`config.mk`:
```
export PLATFORM = sky130hd
export DESIGN_NAME = pss_selector
export DESIGN_NICKNAME = d
export VERILOG_FILES = /design/src/pss_pkg.sv /design/src/pss_selector.sv
export SDC_FILE = /design/constraint.sdc
export NUM_CORES = 1
export LEC_CHECK = 0
export BUFFER_PORTS_ARGS = -buffer_cell sky130_fd_sc_hd__buf_4
export CORE_MARGIN = 2
export CORE_UTILIZATION = 55
export DETAILED_ROUTE_END_ITERATION = 8
export PLACE_DENSITY = 0.78
export SLEW_MARGIN = 20
export SYNTH_ARGS = -nofsm -noshare
export SYNTH_HDL_FRONTEND = slang
export SYNTH_SLANG_ARGS = --single-unit
export TNS_END_PERCENT = 20
```
`constraint.sdc`:
```
create_clock -name clk -period 12.6 [get_ports clk]
set_input_delay 1.89 -clock clk [delete_from_list [all_inputs] [get_ports clk]]
set_output_delay 1.89 -clock clk [all_outputs]
set_load 0.1 [all_outputs]
```
`src/pss_pkg.sv`:
```
// package: constants, types and config layout for the profile switch selector
package pss_pkg;

  localparam int CLK_HZ = 40000000;
  localparam int MS_PER_S = 1000;
  // one millisecond of clock cycles, derived from the rate
  localparam int MS_CYCLES_DEF = CLK_HZ / MS_PER_S;
  // settle time of every mechanical switch, in ms
  localparam int SW_DEB_MS = 8;
  localparam int LONG_MIN_S = 1;
  localparam int LONG_MAX_S = 5;

  localparam logic [7:0] ADDR_CTRL = 8'h00;
  localparam logic [7:0] ADDR_TC_DEB = 8'h04;
  localparam logic [7:0] ADDR_POR_DLY = 8'h08;
  localparam logic [7:0] ADDR_STATUS = 8'h0C;

  // reset threshold of 1 s keeps the long timer inside its legal range
  localparam logic [15:0] CTRL_RST = 16'hF930;
  localparam logic [15:0] TC_DEB_RST = 16'h0064;
  localparam logic [15:0] POR_DLY_RST = 16'h01F4;

  localparam logic [1:0] PROF_A = 2'h0;
  localparam logic [1:0] PROF_B = 2'h1;
  localparam logic [1:0] PROF_C = 2'h2;
  localparam logic [1:0] PROF_D = 2'h3;

  typedef enum logic [1:0] {SEL_MOM, SEL_MOMSTAT, SEL_STATLOCK, SEL_STATIC} pss_sel_mode_t;
  typedef enum logic [1:0] {ROCK_VOL, ROCK_MEM, ROCK_MIXED} pss_rock_mode_t;

  // software control word, msb first
  typedef struct packed {
    logic [3:0] valid_mask;
    logic ind_en;
    logic [2:0] long_sec;
    logic short_vol;
    logic ms2_off;
    logic [1:0] pull_up;
    pss_rock_mode_t rock_mode;
    pss_sel_mode_t sel_mode;
  } pss_cfg_t;

  // requests towards the audio path and gain logic
  typedef struct packed {
    logic vol_up;
    logic vol_down;
    logic fade;
    logic ind;
    logic [1:0] ind_profile;
  } pss_req_t;

endpackage

```
`src/pss_selector.sv`:
```
// profile and volume selection from select switches and the rocker pair
`timescale 1ns/1ps
// Operation
// [RULE1] up pin closure asks for more gain, down pin closure for less
// [RULE2] two select inputs pick one of four profiles, momentary or static
// [RULE3] each select input has a pull-up or pull-down setting
// [RULE4] every profile change fades audio and optionally requests its own indicator
// [RULE5] in lock modes second select input can be disabled entirely
// [RULE6] single momentary: start A, step to next valid, wrap to A
// [RULE7] momentary plus static: second input high forces D, first ignored
// [RULE8] with second input low, first presses cycle from A, never D
// [RULE9] second input low again restores the profile held before D
// [RULE10] static lock decode: 00 A, 10 B, x1 D
// [RULE11] static decode: 00 A, 10 B, 01 C, 11 D
// [RULE12] static modes follow decoded inputs continuously, through intermediates
// [RULE13] static modes start at decoded profile, invalid profile falls to A
// [RULE14] rocker modes: volume only, profile stepping, mixed
// [RULE15] rocker stepping: up to higher profile, down to lower; no volume
// [RULE16] mixed mode: closures short or long against 1 to 5 s threshold
// [RULE17] setting chooses short for volume and long for profile, or reverse
// [RULE18] long closure profile change starts when threshold is reached
// [RULE19] volume-only and stepping modes act on release
// [RULE20] leaving D needs second input open for whole debounce period
// [RULE21] momentary presses ignored during power-on delay
// [RULE22] all switches synchronised and debounced before edge detection
module pss_selector #(
  parameter int MS_CYCLES = pss_pkg::MS_CYCLES_DEF
) (
  input wire logic clk,
  input wire logic rst_n,
  input wire logic select_input_one,
  input wire logic select_input_two,
  input wire logic vol_up_pin,
  input wire logic vol_down_pin,
  output logic [1:0] pull_up_en,
  output logic [1:0] pull_down_en,
  input wire logic [7:0] addr,
  input wire logic [31:0] wdata,
  input wire logic wr_stb,
  input wire logic rd_stb,
  output logic [31:0] rdata,
  output logic [1:0] profile_select,
  output logic audio_enable,
  output pss_pkg::pss_req_t req
);

  pss_pkg::pss_cfg_t ctrl_reg;
  logic [15:0] tc_deb_reg;
  logic [15:0] por_dly_reg;
  logic [31:0] rdata_reg;
  logic [31:0] ms_cnt_reg;
  logic tick;
  logic [3:0] sync1_reg;
  logic [3:0] sync2_reg;
  logic [3:0] db_reg;
  logic [3:0] db_prev_reg;
  logic [3:0] deb_cnt_reg [4];
  logic [3:0] closed_raw;
  logic [15:0] por_cnt_reg;
  logic por_done_reg;
  logic [15:0] tc_cnt_reg;
  logic ms2_hold_reg;
  logic ms2_eff;
  logic forced_reg;
  logic [1:0] saved_reg;
  logic [1:0] profile_reg;
  logic [1:0] profile_next;
  logic [12:0] hold_cnt_reg;
  logic [12:0] long_ms;
  logic is_long;
  logic long_edge;
  logic up_rel;
  logic dn_rel;
  logic s1_press;
  logic rock_up;
  logic rock_dn;
  logic vol_up_ev;
  logic vol_dn_ev;
  logic [1:0] static_pick_v;
  pss_pkg::pss_req_t req_reg;

  // next valid profile above cur, wrapping to A; no_d keeps D out of reach
  function automatic logic [1:0] next_valid(input logic [1:0] cur, input logic [3:0] mask,
                                            input logic no_d);
    logic [1:0] res;
    logic found;
    res = pss_pkg::PROF_A;
    found = 1'b0;
    for (int i = 1; i < 4; i++)
    begin
      if (!found && (int'(cur) + i) < 4 && mask[int'(cur) + i] && !(no_d && (int'(cur) + i) == 3))
      begin
        res = 2'(int'(cur) + i);
        found = 1'b1;
      end
    end
    return res;
  endfunction

  // next valid profile below cur, wrapping to the highest valid one
  function automatic logic [1:0] prev_valid(input logic [1:0] cur, input logic [3:0] mask,
                                            input logic no_d);
    logic [1:0] res;
    logic found;
    res = pss_pkg::PROF_A;
    found = 1'b0;
    for (int i = 3; i >= 0; i--)
    begin
      if (!found && (cur == pss_pkg::PROF_A || i < int'(cur)) && (i == 0 || mask[i])
          && !(no_d && i == 3))
      begin
        res = 2'(i);
        found = 1'b1;
      end
    end
    return res;
  endfunction

  // the single free-running timebase; all long times count in milliseconds
  always_ff @(posedge clk)
  begin
    if (!rst_n || ms_cnt_reg == 32'(MS_CYCLES - 1))
      ms_cnt_reg <= 32'h0000_0000;
    else
      ms_cnt_reg <= ms_cnt_reg + 32'h0000_0001;
  end
  assign tick = (ms_cnt_reg == 32'(MS_CYCLES - 1));

  // registers
  always_ff @(posedge clk)
  begin
    if (!rst_n)
    begin
      ctrl_reg <= pss_pkg::CTRL_RST;
      tc_deb_reg <= pss_pkg::TC_DEB_RST;
      por_dly_reg <= pss_pkg::POR_DLY_RST;
    end
    else if (wr_stb)
    begin
      unique case (addr)
        pss_pkg::ADDR_CTRL:
        begin
          ctrl_reg <= pss_pkg::pss_cfg_t'(wdata[15:0]);
          // long threshold held inside its 1 to 5 s range
          if (wdata[10:8] < 3'(pss_pkg::LONG_MIN_S))
            ctrl_reg.long_sec <= 3'(pss_pkg::LONG_MIN_S); // [RULE16]
          else if (wdata[10:8] > 3'(pss_pkg::LONG_MAX_S))
            ctrl_reg.long_sec <= 3'(pss_pkg::LONG_MAX_S); // [RULE16]
        end
        pss_pkg::ADDR_TC_DEB: tc_deb_reg <= wdata[15:0];
        pss_pkg::ADDR_POR_DLY: por_dly_reg <= wdata[15:0];
        default: ;
      endcase
    end
  end

  always_ff @(posedge clk)
  begin
    if (!rst_n || !rd_stb)
      rdata_reg <= 32'h0000_0000;
    else
    begin
      unique case (addr)
        pss_pkg::ADDR_CTRL: rdata_reg <= {16'h0000, ctrl_reg};
        pss_pkg::ADDR_TC_DEB: rdata_reg <= {16'h0000, tc_deb_reg};
        pss_pkg::ADDR_POR_DLY: rdata_reg <= {16'h0000, por_dly_reg};
        pss_pkg::ADDR_STATUS:
          rdata_reg <= {24'h00_0000, db_reg, forced_reg, por_done_reg, profile_reg};
        default: rdata_reg <= 32'h0000_0000;
      endcase
    end
  end
  assign rdata = rdata_reg;

  assign pull_up_en = ctrl_reg.pull_up; // [RULE3]
  assign pull_down_en = ~ctrl_reg.pull_up; // [RULE3]

  // a pulled-up switch closes to ground, so closed reads low
  assign closed_raw = {vol_down_pin, vol_up_pin,
                       select_input_two ^ ctrl_reg.pull_up[1],
                       select_input_one ^ ctrl_reg.pull_up[0]};

  // bit 0 sel one, 1 sel two, 2 up, 3 down
  always_ff @(posedge clk)
  begin
    if (!rst_n)
    begin
      sync1_reg <= 4'h0;
      sync2_reg <= 4'h0;
      db_reg <= 4'h0;
      db_prev_reg <= 4'h0;
      for (int i = 0; i < 4; i++)
        deb_cnt_reg[i] <= 4'h0;
    end
    else
    begin
      sync1_reg <= closed_raw; // [RULE22]
      sync2_reg <= sync1_reg;
      db_prev_reg <= db_reg;
      for (int i = 0; i < 4; i++)
      begin
        // a new level is taken only after it held for the whole settle time
        if (sync2_reg[i] == db_reg[i])
          deb_cnt_reg[i] <= 4'h0;
        else if (tick && deb_cnt_reg[i] == 4'(pss_pkg::SW_DEB_MS - 1))
        begin
          db_reg[i] <= sync2_reg[i]; // [RULE22]
          deb_cnt_reg[i] <= 4'h0;
        end
        else if (tick)
          deb_cnt_reg[i] <= deb_cnt_reg[i] + 4'h1;
      end
    end
  end

  // power-on delay: audio stays off and momentary buttons are dead
  always_ff @(posedge clk)
  begin
    if (!rst_n)
    begin
      por_cnt_reg <= 16'h0000;
      por_done_reg <= 1'b0;
    end
    else if (!por_done_reg)
    begin
      if (por_cnt_reg >= por_dly_reg)
        por_done_reg <= 1'b1;
      else if (tick)
        por_cnt_reg <= por_cnt_reg + 16'h0001;
    end
  end
  assign audio_enable = por_done_reg;

  // second input closes at once but opens only after a clean open period
  always_ff @(posedge clk)
  begin
    if (!rst_n)
    begin
      tc_cnt_reg <= 16'h0000;
      ms2_hold_reg <= 1'b0;
    end
    else if (db_reg[1])
    begin
      tc_cnt_reg <= 16'h0000;
      ms2_hold_reg <= 1'b1;
    end
    else if (tc_cnt_reg >= tc_deb_reg)
      ms2_hold_reg <= 1'b0; // [RULE20]
    else if (tick)
      tc_cnt_reg <= tc_cnt_reg + 16'h0001;
  end
  assign ms2_eff = ms2_hold_reg && !ctrl_reg.ms2_off; // [RULE5]

  // rocker hold timer, saturates at the long threshold
  assign long_ms = 13'(ctrl_reg.long_sec * pss_pkg::MS_PER_S);
  always_ff @(posedge clk)
  begin
    if (!rst_n || !(db_reg[2] || db_reg[3]))
      hold_cnt_reg <= 13'h0000;
    else if (tick && hold_cnt_reg < long_ms)
      hold_cnt_reg <= hold_cnt_reg + 13'h0001;
  end
  assign is_long = (hold_cnt_reg >= long_ms); // [RULE16]
  assign long_edge = tick && (db_reg[2] || db_reg[3]) && hold_cnt_reg == long_ms - 13'h0001;
  assign up_rel = db_prev_reg[2] && !db_reg[2];
  assign dn_rel = db_prev_reg[3] && !db_reg[3];
  assign s1_press = db_reg[0] && !db_prev_reg[0] && por_done_reg; // [RULE21]

  always_comb
  begin
    rock_up = 1'b0;
    rock_dn = 1'b0;
    vol_up_ev = 1'b0;
    vol_dn_ev = 1'b0;
    unique case (ctrl_reg.rock_mode) // [RULE14]
      pss_pkg::ROCK_VOL:
      begin
        vol_up_ev = up_rel; // [RULE1] [RULE19]
        vol_dn_ev = dn_rel;
      end
      pss_pkg::ROCK_MEM:
      begin
        rock_up = up_rel; // [RULE15] [RULE19]
        rock_dn = dn_rel;
      end
      pss_pkg::ROCK_MIXED:
      begin
        if (ctrl_reg.short_vol)
        begin
          vol_up_ev = up_rel && !is_long; // [RULE17]
          vol_dn_ev = dn_rel && !is_long;
          rock_up = long_edge && db_reg[2]; // [RULE18]
          rock_dn = long_edge && !db_reg[2];
        end
        else
        begin
          rock_up = up_rel && !is_long; // [RULE17]
          rock_dn = dn_rel && !is_long;
          vol_up_ev = up_rel && is_long;
          vol_dn_ev = dn_rel && is_long;
        end
      end
      default: ;
    endcase
    // rocker buttons are momentary too, so the power-on delay mutes them
    if (!por_done_reg)
    begin
      rock_up = 1'b0; // [RULE21]
      rock_dn = 1'b0;
      vol_up_ev = 1'b0;
      vol_dn_ev = 1'b0;
    end
  end

  // static decode; lock mode maps x1 to D and has no C
  always_comb
  begin
    if (ctrl_reg.sel_mode == pss_pkg::SEL_STATLOCK)
      static_pick_v = ms2_eff ? pss_pkg::PROF_D
                      : (db_reg[0] ? pss_pkg::PROF_B : pss_pkg::PROF_A); // [RULE10]
    else
      static_pick_v = {db_reg[1], db_reg[0]} == 2'h0 ? pss_pkg::PROF_A
                      : {db_reg[1], db_reg[0]} == 2'h1 ? pss_pkg::PROF_B
                      : {db_reg[1], db_reg[0]} == 2'h2 ? pss_pkg::PROF_C
                      : pss_pkg::PROF_D; // [RULE11]
    if (static_pick_v != pss_pkg::PROF_A && !ctrl_reg.valid_mask[static_pick_v])
      static_pick_v = pss_pkg::PROF_A; // [RULE13]
  end

  always_comb
  begin
    profile_next = profile_reg;
    unique case (ctrl_reg.sel_mode)
      pss_pkg::SEL_MOM:
      begin
        if (s1_press || rock_up)
          profile_next = next_valid(profile_reg, ctrl_reg.valid_mask, 1'b0); // [RULE6] [RULE15]
        else if (rock_dn)
          profile_next = prev_valid(profile_reg, ctrl_reg.valid_mask, 1'b0); // [RULE15]
      end
      pss_pkg::SEL_MOMSTAT:
      begin
        if (ms2_eff)
          profile_next = pss_pkg::PROF_D; // [RULE7]
        else if (forced_reg)
          profile_next = saved_reg; // [RULE9]
        else if (s1_press || rock_up)
          profile_next = next_valid(profile_reg, ctrl_reg.valid_mask, 1'b1); // [RULE8]
        else if (rock_dn)
          profile_next = prev_valid(profile_reg, ctrl_reg.valid_mask, 1'b1); // [RULE8]
      end
      pss_pkg::SEL_STATLOCK, pss_pkg::SEL_STATIC:
        profile_next = static_pick_v; // [RULE2] [RULE12]
      default: ;
    endcase
  end

  always_ff @(posedge clk)
  begin
    if (!rst_n)
    begin
      profile_reg <= pss_pkg::PROF_A; // [RULE6]
      forced_reg <= 1'b0;
      saved_reg <= pss_pkg::PROF_A;
    end
    else
    begin
      profile_reg <= profile_next;
      forced_reg <= (ctrl_reg.sel_mode == pss_pkg::SEL_MOMSTAT) && ms2_eff;
      if (ctrl_reg.sel_mode == pss_pkg::SEL_MOMSTAT && ms2_eff && !forced_reg)
        saved_reg <= profile_reg; // [RULE9]
    end
  end
  assign profile_select = profile_reg;

  always_ff @(posedge clk)
  begin
    if (!rst_n)
      req_reg <= '0;
    else
    begin
      req_reg.vol_up <= vol_up_ev; // [RULE1]
      req_reg.vol_down <= vol_dn_ev; // [RULE1]
      req_reg.fade <= (profile_next != profile_reg); // [RULE4]
      req_reg.ind <= (profile_next != profile_reg) && ctrl_reg.ind_en; // [RULE4]
      if (profile_next != profile_reg)
        req_reg.ind_profile <= profile_next;
    end
  end
  assign req = req_reg;
endmodule

```
==> reports/qor.yml, run 1 <==
status:
  status: "complete, no violations"
clock_network:
  cts_buffers: 17
  path_clk_slew_ns: 0.07
  postCtsSetupRepairBufs: 0
  root_buffer: "clkbuf_16"
  cts_max_level: 4
  postCtsResizedCells: 0
  clk_latency_ns: 0.44
  cts_tree: "built"
  postCtsHoldBufs: 0
  cts_num_sinks: 185
  clockBufferDepth: 2
layout:
  final_util_pct: 62.69
  num_antenna_cells: 0
  largest_register_ffs: 32
  drive_above_1_share_pct: 10.64
  syn_to_final_growth_pct: 11.11
  nets: 1348
floorplanning:
  die_width_um: 140.0
  core_um2: 18020
  start_util_pct: 56.42
  fp.dieH_um: 140.0
  die_area_um2: 19590
  io_pins: 93
  fp-row-count: 49
routing:
  drc: 0
  viasPerCell: 5.891
  dr.first_iter.drc_count: 694
  wl_per_cell_um: 16.75
  drtAntennaViolNets: 0
  drt_wl_total_um: 24620
  vias: 8660
  dr.pass1.iters: 5
placement:
  hpwl_um: 17720
  gp_congestion: 0.8858
  numPortBuffers: 60
synthesis:
  syn-instance-count: 1188
  synth-edff-count: 16
  yosysUniqueCellTypes: 78
  ys_ff_latch: 185
  syn_area_um2: 10170
  async_flop_share_pct: 0
  synth_flop_cell: "dfxtp_1"
  yosysSeqAreaShare_pct: 37.99
  synth_area_per_cell_um2: 8.560
  ys_warn_count: 0
sta:
  max_slew_margin_pct: 32.33
  fin_crit_sh_pct: 43.00
  rsz0062_at_grt: "false"
  whs_ns: 0.4438
  skew_ns: 0.01361
  finalCriticalPeriod_ns: 5.418
  slew_viol_final: 0
  hold_viol: 0
  setup_violations: 0
  fmax_ghz: 0.1846
  fin_setup_tns_ns: 0
  worst_slew_pin_slew_ns: 1.013
critical_path:
  crit_path_top_delay_cell: "a2111oi_2"
  slowest_delay_ns: 0.56
  critPathRequiredTime_ns: 12.95
  cpMostUsedCell: "ha_1"
  crit_path_cell_trace: "inv_1 > ha_1 > ha_1 > fa_1 > fa_1 > xor2_1 > ha_1 > a21oi_1 > nand2_1 > a311o_2 > a31oi_1 > a22o_1 > nor2_2 > a2111oi_2 > a2111o_1 > nand3_1 > a31oi_1"
  worst_setup_path_end_kind: "register"
  cp.arrival_ns: 5.77
  r2r_cells: 17
  worstPathMaxFanout: 9
  worstSetupPathDepth: 17
  start_kind: "register"
  crit_type: "register to register"
  cp_top_family: "compound AO/OA/AOI/OAI gates"
  cp_num_buf_inv: 1
grt:
  grt_pass1_wl_um: 39850
  antenna_found_initial: 0
  grt_util_all_layers_pct: 25.00
  grt_pass1_vias: 7942
  grt_start_max_net_pins: 64
  grt_overflow_total: 0
power:
  power_density_nw_per_um2: 104.7
  ir_drop_mv: 0.09049
  power_uw: 1183
  p_leak_uw: 0.004595
worst_hold_path:
  hold_depth: 1
  hold_class: "register to register"
run:
  cap_violations: 0
## through the flow
stage | setup WS [ns] | instance area [um2] | std cells
floorplan | 7.801 | 10230 | 1203
global placement | 7.262 | 10720 | 1438
detailed placement | 7.193 | 10720 | 1438
CTS | 7.157 | 11300 | 1470
global route | 6.797 | 11300 | 1470
finish | 7.182 | 11300 | 1470
## synth_stat cells (11+ instances only)
master / count / area [um2]
a21o_1: 20 / 150.1
a21oi_1: 90 / 450.4
and2_1: 11 / 68.82
and3_1: 21 / 131.4
buf_4: 18 / 135.1
clkbuf_1: 39 / 146.4
dfxtp_1: 169 / 3383
edfxtp_1: 16 / 480.5
ha_1: 68 / 850.8
inv_1: 64 / 240.2
mux2i_1: 15 / 150.1
nand2_1: 156 / 585.6
nand3_1: 43 / 215.2
nand4_1: 19 / 118.9
nor2_1: 111 / 416.7
nor2b_1: 19 / 118.9
nor3_1: 13 / 65.06
nor4_1: 13 / 81.33
o211ai_1: 22 / 165.2
o21ai_0: 29 / 145.1
or3_1: 24 / 150.1
or4_1: 11 / 82.58
xnor2_1: 30 / 262.8
xor2_1: 37 / 324.1
## final cells by class
type / instances / area, um2
timing repair buffer: 64 / 480.5
multi-input combinational: 895 / 5844
clock inverter: 15 / 155.1
clock buffer: 17 / 425.4
fill: 1541 / 6725
tap: 229 / 286.5
sequential: 185 / 3864
inverter: 65 / 244.0
## cell families after synthesis
family          after synthesis  synth area share, %
simple gates                481                23.08
compound gates              234                15.29
flops                       185                37.99
buf+inv                     123                5.204
fa+ha+maj                    72                9.154
xor+xnor                     67                5.770
mux                          25                3.469
other cells                   1              0.03687
## final timing paths
kind | end | slack, ns | start
worst max-delay path | req[2] | 7.18 | ctrl_reg[9]
worst min-delay path | sync2_reg[0] | 0.44 | sync1_reg[0]
worst max register to register | req[2] | 7.18 | ctrl_reg[9]
worst min register to register | sync2_reg[0] | 0.44 | sync1_reg[0]
## metal layers
metal  GRT usage [%]  vias to the layer above  part of all wire [%]
met4           8.105                        0                   2.4
met3           4.068                       38                   5.6
li1                -                     4242                     -
met2           41.10                      285                    48
met5               0                        -                     0
met1           33.80                     4095                    44
## placed cells by master (no fill, tap or decap), types with 7 or more instances in the layout
cell type	count
or4_1	11
clkbuf_16	17
buf_4	64
a21o_1	20
nand2_1	156
and3_1	21
or3_1	24
o21ai_0	29
dfxtp_1	169
conb_1	16
nand2b_1	8
nand3_1	43
ha_1	68
nand4_1	19
a21oi_1	90
o21a_1	7
xor2_1	37
mux4_2	8
a31oi_1	7
nor2_1	111
mux2i_1	15
edfxtp_1	16
and2_1	12
or2_2	8
o211ai_1	22
nor2b_1	19
xnor2_1	30
nor3_1	11
nor4_1	13
inv_1	64
## where the power goes
part	internal, uW	switching (uW)	total (uW)
combinational	15.0	44.5	59.5
sequential	595	2.62	598
clock	265	260	526
total	876	308	1180
No activity file was read; power rests on OpenSTA's default activity.
==> inputs of run 2 (changes only) <==
==> constraint.sdc (replaced) <==
create_clock -name clk -period 5.4 [get_ports clk]
set_input_delay 0.81 -clock clk [delete_from_list [all_inputs] [get_ports clk]]
set_output_delay 0.81 -clock clk [all_outputs]
set_load 0.1 [all_outputs]
==> reports/qor.yml, run 2 (same netlist as run 1, synthesis figures left out) <==
sta:
  setup_violations: 0
  skew_ns: 0.01025
  worst_slew_pin_slew_ns: 1.010
  finalCriticalPeriod_ns: 5.104
  fin_setup_tns_ns: 0
  max_slew_margin_pct: 32.53
  rsz0062_at_grt: "false"
  fmax_ghz: 0.1959
  hold_viol: 0
  setup_slack_ns: 0.2962
  slew_viol_final: 0
  fin_crit_sh_pct: 94.51
power:
  pwr-share-comb_pct: 5.0
  p_leak_uw: 0.004615
  sw_frac_of_total_pct: 25.12
  power_switching_uw: 702.0
  internal-power_uw: 2093
  power_uw: 2795
  pwr-share-clk_pct: 45.1
  power_density_nw_per_um2: 246.4
  ir_drop_mv: 0.2265
  seqPwrFrac_pct: 49.9
routing:
  dr.first_iter.drc_count: 700
  dr.pass1.iters: 7
  drt_wl_total_um: 24330
  drc: 1
  viasPerCell: 5.897
  vias: 8681
  wl_per_cell_um: 16.53
  drtAntennaViolNets: 0
clock_network:
  cts_max_level: 4
  cts_num_sinks: 185
  clockBufferDepth: 2
  cts_tree: "built"
  cts_buffers: 17
  root_buffer: "clkbuf_16"
  clk_latency_ns: 0.45
  path_clk_slew_ns: 0.07
grt:
  gr-usage-met3_pct: 3.863
  grt_pass1_vias: 7925
  grt_pass1_wl_um: 39510
  top_usage_layer: "met2"
  met1_usage_pct: 33.80
  grt_start_max_net_pins: 47
  grt_util_all_layers_pct: 24.88
  grt_overflow_total: 0
  grtUsageMet2_pct: 39.10
  antenna_found_initial: 0
worst_hold_path:
  hold_depth: 1
  hold_class: "register to register"
  hold_path_end: "sync2_reg[3]"
  hp-start: "sync1_reg[3]"
layout:
  layout_commonest_cell: "dfxtp_1"
  instances_no_fill: 1472
  syn_to_final_growth_pct: 11.50
  layout_common_cells: "dfxtp_1 (167), nand2_1 (156), nor2_1 (111), a21oi_1 (90), ha_1 (68)"
  nets: 1350
  largest_register_ffs: 32
  drive_above_1_share_pct: 10.94
  fill_cells: 1528
  final_util_pct: 62.91
  num_antenna_cells: 0
critical_path:
  cp.arrival_ns: 5.46
  worst_setup_path_end_kind: "register"
  worstReg2RegEnd: "req[2]"
  r2r_cells: 15
  worstPathMaxFanout: 8
  crit_type: "register to register"
  start_kind: "register"
  rr_startpoint: "ctrl_reg[10]"
  ff2ff_setup_slack_ns: 0.30
  critPathRequiredTime_ns: 5.76
placement:
  gp_congestion: 0.9145
  hpwl_um: 17820
  numPortBuffers: 60
  dp_slack_ns: 0.2131
  dp.cells: 1440
floorplanning:
  fp-row-count: 49
  start_util_pct: 56.42
  core_um2: 18020
  io_pins: 93
  die_width_um: 140.0
  die_area_um2: 19590
  fp.dieH_um: 140.0
run:
  cap_violations: 0
status:
  status: "finished with violations"
  failed_checks: "design-rule violations"
==> run 2: cell types whose count changed in the layout (fill, tap and decap cells not counted), moves of 2 or more <==
cell,before,now
dfxtp_2,0,2
buf_4,64,66
inv_8,4,2
dfxtp_1,169,167
==> run 2: layout make-up <==
| cell class | instances | area [um2] | share of cell area (%) |
|---|---|---|---|
| inverters | 65 | 244.0 | 2.152 |
| well taps | 229 | 286.5 | 2.527 |
| multi-input cells | 895 | 5856 | 51.64 |
| flip-flops and latches | 185 | 3866 | 34.09 |
| clock buffers | 18 | 439.2 | 3.873 |
| repair buffers | 66 | 495.5 | 4.369 |
| clock inverters | 14 | 152.6 | 1.346 |
==> run 2: worst max-delay path by stage <==
stage | from | end | slack, ns | depth (start not counted)
after floorplan | ctrl_reg[9] | req[0] | 0.60 | 17
after global placement | ctrl_reg[9] | req[3] | 0.38 | 17
after detailed placement | ctrl_reg[9] | req[2] | 0.21 | 17
after CTS | ctrl_reg[9] | req[2] | 0.20 | 17
after global routing | ctrl_reg[9] | req[0] | 0.0001 | 17
final | ctrl_reg[10] | req[2] | 0.30 | 15
==> run 2: routing by layer <==
layer | wire length (um) | vias up
met5 | 0 | -
met4 | 864 | 0
met3 | 1657 | 58
met2 | 11180 | 301
met1 | 10620 | 4079
li1 | - | 4243
==> run 2: power groups by stage <==
| stage | logic (uW) | clock network, uW | registers [uW] |
|---|---|---|---|
| after floorplan | 106 | 0 | 1430 |
| after global placement | 137 | 0 | 1430 |
| after detailed placement | 138 | 0 | 1430 |
| after CTS | 138 | 1270 | 1400 |
| after global routing | 146 | 1340 | 1400 |
| final | 139 | 1260 | 1400 |
==> run 2: worst max-delay path, cell delays in order, from the launching register on <==
cell and delay (ns):
dfxtp_1 0.51, fa_1 0.58, fa_1 0.52, fa_1 0.40, xor2_1 0.25, ha_1 0.29
a21oi_1 0.19, nand2_1 0.08, a311o_2 0.40, a31oi_1 0.32, a22o_1 0.26, nor2_2 0.09
o31a_1 0.33, a2111oi_4 0.47, o21ai_1 0.13, a31oi_1 0.20
==> run 2: through the flow <==
step / area, um2 / hold slack [ns]
2_1_floorplan: 10230 / 0.4119
3_3_place_gp: 10730 / 0.4201
3_5_place_dp: 10730 / 0.4274
4_1_cts: 11320 / 0.4380
5_1_grt: 11340 / 0.4450
6_report: 11340 / 0.4333
==> run 2: timing repair <==
action | in CTS | in global routing
setup buffers | 0 | 0
hold endpoints to repair | 0 | 0
hold buffers | 0 | 0
endpoints found under the setup margin | 0 | 5
resized for setup | 0 | 3
